File: config.mk
export PLATFORM = sky130hd
export DESIGN_NAME = breaker_transfer_sequencer
export DESIGN_NICKNAME = d
export VERILOG_FILES = /design/src/inc/bts_pkg.sv /design/src/core/tick_gen.sv /design/src/core/breaker_ctrl.sv /design/src/core/breaker_transfer_sequencer.sv
export SDC_FILE = /design/constraint.sdc
export NUM_CORES = 1
export LEC_CHECK = 0
export ABC_AREA = 1
export BUFFER_PORTS_ARGS = -buffer_cell sky130_fd_sc_hd__buf_2
export CORE_MARGIN = 2
export CORE_UTILIZATION = 35
export DETAILED_ROUTE_END_ITERATION = 12
export PLACE_DENSITY = 0.59
export SLEW_MARGIN = 40
export SYNTH_ARGS = -nofsm -noshare
export SYNTH_HDL_FRONTEND = slang
export SYNTH_SLANG_ARGS = --single-unit
File: constraint.sdc
create_clock -name clk -period 4.4 [get_ports clk]
set_input_delay 0.44 -clock clk [delete_from_list [all_inputs] [get_ports clk]]
set_output_delay 0.44 -clock clk [all_outputs]
set_load 0.02 [all_outputs]
File: src/inc/bts_pkg.sv
// shared constants, register map and state types of the breaker sequencer
package bts_pkg;

  // ****************************************
  // time base
  // ****************************************
  localparam int CLK_PERIOD_NS = 50;
  localparam int TICK_PERIOD_NS = 100_000_000; // 0.1 s
  localparam int TICK_CYCLES = TICK_PERIOD_NS / CLK_PERIOD_NS;

  // ****************************************
  // timer settings, counted in 0.1 s ticks
  // ****************************************
  localparam int TW = 16;
  localparam logic [TW-1:0] PULSE_DEF = 16'h0005; // 0.5 s
  localparam logic [TW-1:0] FAIL_DEF = 16'h0014;  // 2.0 s
  localparam logic [TW-1:0] PULSE_MAX = 16'h0064; // 10 s
  localparam logic [TW-1:0] DEAD_DEF = 16'h0005;  // 0.5 s
  localparam logic [TW-1:0] DEAD_MAX = 16'h1770;  // 600 s
  localparam logic [TW-1:0] DEC = 16'h0001;
  localparam int NTMR = 10;
  localparam int T_M_HOLD = 0;
  localparam int T_M_CLOSE = 1;
  localparam int T_M_OPEN = 2;
  localparam int T_M_FAIL = 3;
  localparam int T_G_HOLD = 4;
  localparam int T_G_CLOSE = 5;
  localparam int T_G_OPEN = 6;
  localparam int T_G_FAIL = 7;
  localparam int T_G_DEAD = 8; // mains dropped, genset contactor waits
  localparam int T_M_DEAD = 9; // genset dropped, mains contactor waits
  localparam logic [NTMR-1:0][TW-1:0] TMR_RST = {DEAD_DEF, DEAD_DEF,
    FAIL_DEF, PULSE_DEF, PULSE_DEF, PULSE_DEF,
    FAIL_DEF, PULSE_DEF, PULSE_DEF, PULSE_DEF};

  // ****************************************
  // register map
  // ****************************************
  localparam int AW = 8;
  localparam logic [AW-1:0] A_CTRL = 8'h00;
  localparam logic [AW-1:0] A_STATUS = 8'h04;
  localparam logic [AW-1:0] A_INT_ST = 8'h08;
  localparam logic [AW-1:0] A_INT_MASK = 8'h0C;
  localparam logic [AW-1:0] A_TMR_BASE = 8'h10;
  localparam logic [AW-1:0] A_STEP = 8'h04;
  localparam int CTRL_W = 6;
  localparam int C_LOAD_EN = 0;
  localparam int C_SEL_GEN = 1;
  localparam int C_M_PHASE = 2;
  localparam int C_G_PHASE = 3;
  localparam int C_M_FB = 4;
  localparam int C_G_FB = 5;
  localparam int IRQ_W = 5;
  localparam int I_M_FAIL = 0;
  localparam int I_G_FAIL = 1;
  localparam int I_M_PHASE = 2;
  localparam int I_G_PHASE = 3;
  localparam int I_XFER = 4;

  // ****************************************
  // state types
  // ****************************************
  typedef enum logic [2:0] {
    BRK_OPEN_ST, BRK_HOLD, BRK_CLOSE, BRK_CLOSED, BRK_OPEN
  } brk_state_t;
  typedef enum logic [2:0] {
    XF_OFF, XF_MAINS, XF_DEAD_G, XF_GEN, XF_DEAD_M
  } xfer_state_t;

  // limit a written timer value to its largest legal setting
  function automatic logic [TW-1:0] clamp(input logic [TW-1:0] v,
                                          input logic [TW-1:0] lim);
    clamp = (v > lim) ? lim : v;
  endfunction : clamp

endpackage : bts_pkg

File: src/core/tick_gen.sv
// common 0.1 s tick generator
`timescale 1ns/1ps
`default_nettype none
module tick_gen #(
  parameter int TICK_CYCLES = bts_pkg::TICK_CYCLES
) (
  input wire logic clk,
  input wire logic arst_n,
  output logic tick
);
  localparam int CW = $clog2(TICK_CYCLES);
  localparam logic [CW-1:0] LAST = CW'(TICK_CYCLES - 1);
  localparam logic [CW-1:0] STEP = CW'(1);

  typedef struct packed {
    logic [CW-1:0] cnt;
    logic tick;
  } tick_state_t;

  tick_state_t s_reg, s_next;

  // one pulse every TICK_CYCLES clocks
  always_comb begin
    s_next = s_reg;
    s_next.tick = 1'b0;
    if (s_reg.cnt == LAST) begin
      s_next.cnt = '0;
      s_next.tick = 1'b1;
    end else begin
      s_next.cnt = s_reg.cnt + STEP;
    end
  end

  always_ff @(posedge clk or negedge arst_n) begin
    if (!arst_n) begin
      s_reg <= '0;
    end else begin
      s_reg <= s_next;
    end
  end

  assign tick = s_reg.tick;
endmodule : tick_gen
`default_nettype wire

File: src/core/breaker_ctrl.sv
// one motorized breaker: hold coil, close and open pulses, fail watch
`timescale 1ns/1ps
`default_nettype none
module breaker_ctrl (
  input wire logic clk,
  input wire logic arst_n,
  input wire logic tick,
  input wire logic close_req,
  input wire logic open_req,
  input wire logic fb_en,
  input wire logic fb_closed,
  input wire logic [bts_pkg::TW-1:0] hold_ticks,
  input wire logic [bts_pkg::TW-1:0] close_ticks,
  input wire logic [bts_pkg::TW-1:0] open_ticks,
  input wire logic [bts_pkg::TW-1:0] fail_ticks,
  output logic breaker_hold_coil_output,
  output logic breaker_close_output,
  output logic breaker_open_output,
  output logic fail_pulse
);
  typedef struct packed {
    bts_pkg::brk_state_t st;
    logic [bts_pkg::TW-1:0] cnt;
    logic [bts_pkg::TW-1:0] fcnt;
    logic fwatch;
    logic target;
    logic hold;
    logic cls;
    logic opn;
    logic fail;
  } brk_reg_t;

  brk_reg_t s_reg, s_next;

  always_comb begin
    s_next = s_reg;
    s_next.fail = 1'b0;
    // position watch: feedback must match target when the timer ends
    if (s_reg.fwatch) begin
      if (s_reg.fcnt == '0) begin
        s_next.fwatch = 1'b0;
        s_next.fail = (fb_closed != s_reg.target);
      end else if (tick) begin
        s_next.fcnt = s_reg.fcnt - bts_pkg::DEC;
      end
    end
    // an open request aborts any close in progress
    if (open_req && s_reg.st != bts_pkg::BRK_OPEN_ST
        && s_reg.st != bts_pkg::BRK_OPEN) begin
      s_next.st = bts_pkg::BRK_OPEN;
      s_next.cnt = open_ticks;
      s_next.hold = 1'b0;
      s_next.cls = 1'b0;
      s_next.opn = 1'b1;
      s_next.fwatch = fb_en;
      s_next.fcnt = fail_ticks;
      s_next.target = 1'b0;
    end else begin
      case (s_reg.st)
        bts_pkg::BRK_OPEN_ST: begin
          if (close_req) begin
            s_next.st = bts_pkg::BRK_HOLD;
            s_next.cnt = hold_ticks;
            s_next.hold = 1'b1;
          end
        end
        bts_pkg::BRK_HOLD: begin
          if (s_reg.cnt == '0) begin
            s_next.st = bts_pkg::BRK_CLOSE;
            s_next.cnt = close_ticks;
            s_next.cls = 1'b1;
            s_next.fwatch = fb_en;
            s_next.fcnt = fail_ticks;
            s_next.target = 1'b1;
          end else if (tick) begin
            s_next.cnt = s_reg.cnt - bts_pkg::DEC;
          end
        end
        bts_pkg::BRK_CLOSE: begin
          if (s_reg.cnt == '0) begin
            s_next.st = bts_pkg::BRK_CLOSED;
            s_next.cls = 1'b0;
          end else if (tick) begin
            s_next.cnt = s_reg.cnt - bts_pkg::DEC;
          end
        end
        bts_pkg::BRK_OPEN: begin
          if (s_reg.cnt == '0) begin
            s_next.st = bts_pkg::BRK_OPEN_ST;
            s_next.opn = 1'b0;
          end else if (tick) begin
            s_next.cnt = s_reg.cnt - bts_pkg::DEC;
          end
        end
        default: begin
          s_next.st = s_reg.st; // closed: hold coil stays energized
        end
      endcase
    end
  end

  always_ff @(posedge clk or negedge arst_n) begin
    if (!arst_n) begin
      s_reg <= '0;
    end else begin
      s_reg <= s_next;
    end
  end

  assign breaker_hold_coil_output = s_reg.hold;
  assign breaker_close_output = s_reg.cls;
  assign breaker_open_output = s_reg.opn;
  assign fail_pulse = s_reg.fail;
endmodule : breaker_ctrl
`default_nettype wire

File: src/core/breaker_transfer_sequencer.sv
// mains/genset transfer sequencer with registers, interrupt and breakers
`timescale 1ns/1ps
`default_nettype none
module breaker_transfer_sequencer #(
  parameter int TICK_CYCLES = bts_pkg::TICK_CYCLES
) (
  input wire logic clk,
  input wire logic arst_n,
  input wire logic [bts_pkg::AW-1:0] addr,
  input wire logic [31:0] wdata,
  input wire logic wr_stb,
  input wire logic rd_stb,
  output logic [31:0] rdata,
  input wire logic mains_fb_closed,
  input wire logic genset_fb_closed,
  input wire logic mains_phase_bad,
  input wire logic genset_phase_bad,
  output logic mains_breaker_hold_coil_output,
  output logic mains_breaker_close_output,
  output logic mains_breaker_open_output,
  output logic genset_breaker_hold_coil_output,
  output logic genset_breaker_close_output,
  output logic genset_breaker_open_output,
  output logic mains_contactor,
  output logic genset_contactor,
  output logic irq
);
  typedef struct packed {
    logic [bts_pkg::CTRL_W-1:0] ctrl;
    logic [bts_pkg::NTMR-1:0][bts_pkg::TW-1:0] tmr;
    logic [bts_pkg::IRQ_W-1:0] int_st;
    logic [bts_pkg::IRQ_W-1:0] int_mask;
    bts_pkg::xfer_state_t xs;
    logic [bts_pkg::TW-1:0] cnt;
    logic mfb1, mfb2, gfb1, gfb2;
    logic mph1, mph2, gph1, gph2;
    logic m_close_req, m_open_req, g_close_req, g_open_req;
    logic mc, gc, irq;
    logic [31:0] rdata;
  } top_reg_t;

  top_reg_t s_reg, s_next;
  logic tick;
  logic m_fail, g_fail;
  logic m_hold, m_cls, m_opn, g_hold, g_cls, g_opn;

  // ****************************************
  // time base and breakers
  // ****************************************
  tick_gen #(.TICK_CYCLES(TICK_CYCLES)) u_tick (
    .clk(clk),
    .arst_n(arst_n),
    .tick(tick)
  );

  breaker_ctrl u_mains (
    .clk(clk),
    .arst_n(arst_n),
    .tick(tick),
    .close_req(s_reg.m_close_req),
    .open_req(s_reg.m_open_req),
    .fb_en(s_reg.ctrl[bts_pkg::C_M_FB]),
    .fb_closed(s_reg.mfb2),
    .hold_ticks(s_reg.tmr[bts_pkg::T_M_HOLD]),
    .close_ticks(s_reg.tmr[bts_pkg::T_M_CLOSE]),
    .open_ticks(s_reg.tmr[bts_pkg::T_M_OPEN]),
    .fail_ticks(s_reg.tmr[bts_pkg::T_M_FAIL]),
    .breaker_hold_coil_output(m_hold),
    .breaker_close_output(m_cls),
    .breaker_open_output(m_opn),
    .fail_pulse(m_fail)
  );

  breaker_ctrl u_genset (
    .clk(clk),
    .arst_n(arst_n),
    .tick(tick),
    .close_req(s_reg.g_close_req),
    .open_req(s_reg.g_open_req),
    .fb_en(s_reg.ctrl[bts_pkg::C_G_FB]),
    .fb_closed(s_reg.gfb2),
    .hold_ticks(s_reg.tmr[bts_pkg::T_G_HOLD]),
    .close_ticks(s_reg.tmr[bts_pkg::T_G_CLOSE]),
    .open_ticks(s_reg.tmr[bts_pkg::T_G_OPEN]),
    .fail_ticks(s_reg.tmr[bts_pkg::T_G_FAIL]),
    .breaker_hold_coil_output(g_hold),
    .breaker_close_output(g_cls),
    .breaker_open_output(g_opn),
    .fail_pulse(g_fail)
  );

  // ****************************************
  // sequencer, registers and interrupt
  // ****************************************
  always_comb begin
    logic want_m;
    logic want_g;
    logic m_bad;
    logic [bts_pkg::IRQ_W-1:0] set;
    logic [bts_pkg::IRQ_W-1:0] clr;
    logic [bts_pkg::AW-1:0] ta;
    s_next = s_reg;
    want_m = s_reg.ctrl[bts_pkg::C_LOAD_EN] & ~s_reg.ctrl[bts_pkg::C_SEL_GEN];
    want_g = s_reg.ctrl[bts_pkg::C_LOAD_EN] & s_reg.ctrl[bts_pkg::C_SEL_GEN];
    m_bad = s_reg.ctrl[bts_pkg::C_M_PHASE] & s_reg.mph2;
    set = '0;
    clr = '0;
    ta = bts_pkg::A_TMR_BASE;
    // pin inputs pass two flops before use
    s_next.mfb1 = mains_fb_closed;
    s_next.mfb2 = s_reg.mfb1;
    s_next.gfb1 = genset_fb_closed;
    s_next.gfb2 = s_reg.gfb1;
    s_next.mph1 = mains_phase_bad;
    s_next.mph2 = s_reg.mph1;
    s_next.gph1 = genset_phase_bad;
    s_next.gph2 = s_reg.gph1;
    s_next.m_close_req = 1'b0;
    s_next.m_open_req = 1'b0;
    s_next.g_close_req = 1'b0;
    s_next.g_open_req = 1'b0;

    // transfer: never both contactors, dead time in between
    case (s_reg.xs)
      bts_pkg::XF_OFF: begin
        if (want_m) begin
          s_next.xs = bts_pkg::XF_DEAD_M;
          s_next.cnt = s_reg.tmr[bts_pkg::T_M_DEAD];
        end else if (want_g) begin
          s_next.xs = bts_pkg::XF_DEAD_G;
          s_next.cnt = s_reg.tmr[bts_pkg::T_G_DEAD];
        end
      end
      bts_pkg::XF_MAINS: begin
        if (!want_m) begin
          s_next.m_open_req = 1'b1;
          s_next.xs = want_g ? bts_pkg::XF_DEAD_G : bts_pkg::XF_OFF;
          s_next.cnt = s_reg.tmr[bts_pkg::T_G_DEAD];
        end
      end
      bts_pkg::XF_DEAD_G: begin
        if (!want_g) begin
          s_next.xs = bts_pkg::XF_OFF;
        end else if (s_reg.cnt == '0) begin
          s_next.xs = bts_pkg::XF_GEN;
          s_next.g_close_req = 1'b1;
          set[bts_pkg::I_XFER] = 1'b1;
        end else if (tick) begin
          s_next.cnt = s_reg.cnt - bts_pkg::DEC;
        end
      end
      bts_pkg::XF_GEN: begin
        if (!want_g) begin
          s_next.g_open_req = 1'b1;
          s_next.xs = want_m ? bts_pkg::XF_DEAD_M : bts_pkg::XF_OFF;
          s_next.cnt = s_reg.tmr[bts_pkg::T_M_DEAD];
        end
      end
      default: begin
        if (!want_m) begin
          s_next.xs = bts_pkg::XF_OFF;
        end else if (s_reg.cnt == '0) begin
          s_next.xs = bts_pkg::XF_MAINS;
          s_next.m_close_req = 1'b1;
          set[bts_pkg::I_XFER] = 1'b1;
        end else if (tick) begin
          s_next.cnt = s_reg.cnt - bts_pkg::DEC;
        end
      end
    endcase
    // a bad mains phase order drops the mains contactor at once
    s_next.mc = (s_next.xs == bts_pkg::XF_MAINS) && !m_bad;
    s_next.gc = (s_next.xs == bts_pkg::XF_GEN);

    // events
    set[bts_pkg::I_M_FAIL] = m_fail;
    set[bts_pkg::I_G_FAIL] = g_fail;
    set[bts_pkg::I_M_PHASE] = m_bad;
    set[bts_pkg::I_G_PHASE] =
      s_reg.ctrl[bts_pkg::C_G_PHASE] & s_reg.gph2;

    // register writes; timer values clamp to their legal range
    if (wr_stb) begin
      if (addr == bts_pkg::A_CTRL) begin
        s_next.ctrl = wdata[bts_pkg::CTRL_W-1:0];
      end else if (addr == bts_pkg::A_INT_ST) begin
        clr = wdata[bts_pkg::IRQ_W-1:0];
      end else if (addr == bts_pkg::A_INT_MASK) begin
        s_next.int_mask = wdata[bts_pkg::IRQ_W-1:0];
      end else begin
        for (int i = 0; i < bts_pkg::NTMR; i++) begin
          if (addr == ta) begin
            s_next.tmr[i] = bts_pkg::clamp(wdata[bts_pkg::TW-1:0],
              (i >= bts_pkg::T_G_DEAD) ? bts_pkg::DEAD_MAX
                                       : bts_pkg::PULSE_MAX);
          end
          ta = ta + bts_pkg::A_STEP;
        end
      end
    end
    // set wins over a write-one clear in the same cycle
    s_next.int_st = (s_reg.int_st & ~clr) | set;
    s_next.irq = |(s_next.int_st & s_next.int_mask);

    // read data stand for one cycle only
    s_next.rdata = '0;
    ta = bts_pkg::A_TMR_BASE;
    if (rd_stb) begin
      if (addr == bts_pkg::A_CTRL) begin
        s_next.rdata = 32'(s_reg.ctrl);
      end else if (addr == bts_pkg::A_STATUS) begin
        s_next.rdata = 32'({s_reg.xs, s_reg.gfb2, s_reg.mfb2,
          s_reg.gc, s_reg.mc, g_opn, g_cls, g_hold,
          m_opn, m_cls, m_hold});
      end else if (addr == bts_pkg::A_INT_ST) begin
        s_next.rdata = 32'(s_reg.int_st);
      end else if (addr == bts_pkg::A_INT_MASK) begin
        s_next.rdata = 32'(s_reg.int_mask);
      end else begin
        for (int i = 0; i < bts_pkg::NTMR; i++) begin
          if (addr == ta) begin
            s_next.rdata = 32'(s_reg.tmr[i]);
          end
          ta = ta + bts_pkg::A_STEP;
        end
      end
    end
  end

  always_ff @(posedge clk or negedge arst_n) begin
    if (!arst_n) begin
      s_reg <= '0;
      s_reg.tmr <= bts_pkg::TMR_RST;
    end else begin
      s_reg <= s_next;
    end
  end

  assign rdata = s_reg.rdata;
  assign mains_contactor = s_reg.mc;
  assign genset_contactor = s_reg.gc;
  assign irq = s_reg.irq;
  assign mains_breaker_hold_coil_output = m_hold;
  assign mains_breaker_close_output = m_cls;
  assign mains_breaker_open_output = m_opn;
  assign genset_breaker_hold_coil_output = g_hold;
  assign genset_breaker_close_output = g_cls;
  assign genset_breaker_open_output = g_opn;
endmodule : breaker_transfer_sequencer
`default_nettype wire

==> impl_metrics.yaml <==
run_status:
  status: "completed"
timing:
  skew_ns: 0.01502
  hold_viol: 0
  worst_pin_slew_ns: 0.8832
  period_needed_ns: 2.688
  setup_viol: 0
  fin_crit_sh_pct: 61.09
  fin_setup_tns_ns: 0
  fmax_mhz: 372.1
  rsz0062_at_grt: "false"
  report.final.slew_viol_count: 0
  slew_headroom_pct: 40.90
worst_setup_path:
  crit_required_ns: 4.83
  startpoint: "u_mains.s_reg[22]"
  cp-end-kind: "register"
  startpoint_type: "register"
  critical_path.top_delay_family: "buffers and inverters"
  cp_cell_sequence: "inv_1 -> ha_1 -> nand3_1 -> inv_1 -> nand4_1 -> nor2_1 -> nor2_1 -> buf_4 -> inv_1 -> a21oi_1 -> a22oi_1 -> inv_1"
  worstReg2RegEnd: "u_mains.s_reg[10]"
  timing.rr.start: "u_mains.s_reg[22]"
  crit_slowest_cell: "dfrtp_1"
  cp_max_fo: 24
  cp.arrival_ns: 3.11
  crit_top_cell: "inv_1"
  crit_buf_inv: 5
  reg2reg_depth: 12
  slowest_delay_ns: 0.44
  reg2reg_setup_slack_ns: 1.71
  path_class: "reg2reg"
power_and_ir_drop:
  powerDensity_nw_per_um2: 443.9
  share_comb_of_total_power_pct: 20.7
  p_switching_mw: 2.892
  vdd_ir_drop_max_mv: 0.2425
  internal-power_mw: 6.146
  cellLeakagePower_nw: 10.27
  clock_power_share_pct: 39.6
  p_sw_share_pct: 32.00
  power.share.sequential_pct: 39.7
synthesis:
  synth-edff-count: 0
  synth_cells: 2389
  synth_top_area_share_pct: 43.13
  synthArstFlopShare_pct: 100.0
  synth_area_um2: 17990
  synth_cell_type_count: 56
  synth_area_leaders: "dfrtp_1 (43%), nand2_1 (14%), inv_1 (6.5%)"
  synth-warning-count: 0
  ys_seq_area_share_pct: 46.05
  yosys-top-cells-count: "nand2_1 (650), inv_1 (311), dfrtp_1 (310)"
  avgSynthCellArea_um2: 7.529
  synth_flop_cell: "dfrtp_1"
  ys_ff_latch: 330
  yosysMostFrequentCell: "nand2_1"
  yosysTopAreaCell: "dfrtp_1"
clock_tree:
  cts_sinks: 330
  cts_root_buf: "clkbuf_16"
  clock_latency_ns: 0.55
  cts-buffers-inserted: 39
  clk_path_buf_depth: 3
  clk_pin_slew_ns: 0.06
  htreeDepth: 2
  cts_tree: "yes"
  cts_setup_buffers: 0
cells_and_area:
  final_util_pct: 39.85
  syn_to_final_growth_pct: 13.20
  fin_nets: 2489
  drive_gt1_share_pct: 9.740
  largest_reg_flops: 203
  diodes: 0
route:
  route.detailed.drc: 0
  ant_nets: 0
  drt_wl_total_um: 54250
  routed_via_density: 5.098
  vias: 16027
  drt_first_pass_iters: 7
  wl_per_cell_um: 17.26
  drt_iter0_drc: 1330
floorplanning:
  die_h_um: 230.7
  pin_count: 89
  rows: 83
  initial_utilization_pct: 35.20
  die_width_um: 230.7
  design.core.area_um2: 51090
  die_area_um2: 53220
global_route:
  grt_max_degree: 78
  antenna_found_initial: 0
  grt_pass1_vias: 15049
  grt_overflow_total: 0
  grtUsageTotal_pct: 20.45
  grt_pass1_wl_um: 85950
min_path:
  hold_depth: 3
  min-delay-start: "wdata[2]"
  hold_path.class: "in2reg"
  min_to: "s_reg[206]"
run:
  maxCapViolCount: 0
placement:
  gp_congestion: 0.9054
  place.port_buffers: 56
  hpwl_um: 39290
==> metal layers <==
| layer | global-route usage, % | part of all wire [%] |
|---|---|---|
| met3 | 3.792 | 7.5 |
| met1 | 29.92 | 47 |
| met2 | 30.51 | 43 |
| met4 | 6.351 | 2.8 |
| met5 | 0 | 0 |
==> layout make-up <==
type                       count  area (um2)
clock inverter                15       239.0
tap                          680       850.8
sequential                   330        8284
multi-input combinational   1648        7965
fill                        5218       30730
inverter                     330        1246
clock buffer                  55        1189
timing repair buffer          86       585.6
==> worst min-delay path: stages <==
cell and delay [ns]:
buf_2 0.13, nand2_1 0.09, o21ai_1 0.06
==> placed cells by master (no fill, tap or decap), types with 18 or more instances in the layout <==
cell,n
a21oi_1,99
a22oi_1,18
buf_2,55
buf_4,21
clkbuf_16,41
dfrtp_1,309
dfstp_2,20
inv_1,310
inv_2,18
nand2_1,650
nand3_1,111
nand4_1,41
nor2_1,256
nor3_1,29
o211ai_1,42
o21ai_0,147
o21ai_1,34
or2_2,21
xor2_1,51
==> cells by family (layout without fill, tap and decap cells) <==
kind of cell	Yosys count	in the layout	share of synthesized area, %
AOI/OAI and AO/OA	412	412	13.47
and+or+nand+nor	1150	1150	26.94
DFF	330	330	46.05
adders and majority gates	6	6	0.4174
xor gates and xnor gates	63	63	3.068
buffers and inverters	426	486	9.976
muxes	1	1	0.05565
other	1	16	0.02085
==> through the flow <==
stage	setup WS, ns	instance area, um2	power [mW]	std cells	hold WS, ns
3_3_place_gp	1.674	18850	5.448	3068	0.3333
5_1_grt	1.442	20360	9.531	3144	0.1854
6_report	1.712	20360	9.038	3144	0.1690
3_5_place_dp	1.622	18880	5.484	3069	0.3355
4_1_cts	1.703	20360	9.099	3144	0.1456
2_1_floorplan	2.482	18040	4.932	2404	0.1444
==> timing repair <==
item | 4_1_cts | 5_1_grt
hold endpoints to repair | 55 | 0
hold buffers | 5 | 0
gates resized for setup | 0 | 0
==> power groups by stage <==
| stage | clock network, mW | registers [mW] | logic [mW] |
|---|---|---|---|
| floorplan | 0 | 3.55 | 1.38 |
| global placement | 0 | 3.62 | 1.82 |
| detailed placement | 0 | 3.63 | 1.86 |
| CTS | 3.65 | 3.58 | 1.87 |
| global route | 3.77 | 3.62 | 2.14 |
| finish | 3.58 | 3.58 | 1.87 |
==> how the worst max path moves through the flow <==
stage                                   end  cells past startpoint
after global routing      u_mains.s_reg[27]                     11
after CTS                 u_mains.s_reg[10]                     12
final                     u_mains.s_reg[10]                     12
after global placement             rdata[0]                     12
after floorplan           u_mains.s_reg[21]                     11
after detailed placement          s_reg[81]                     11
Power figures use the tool's default switching activity.
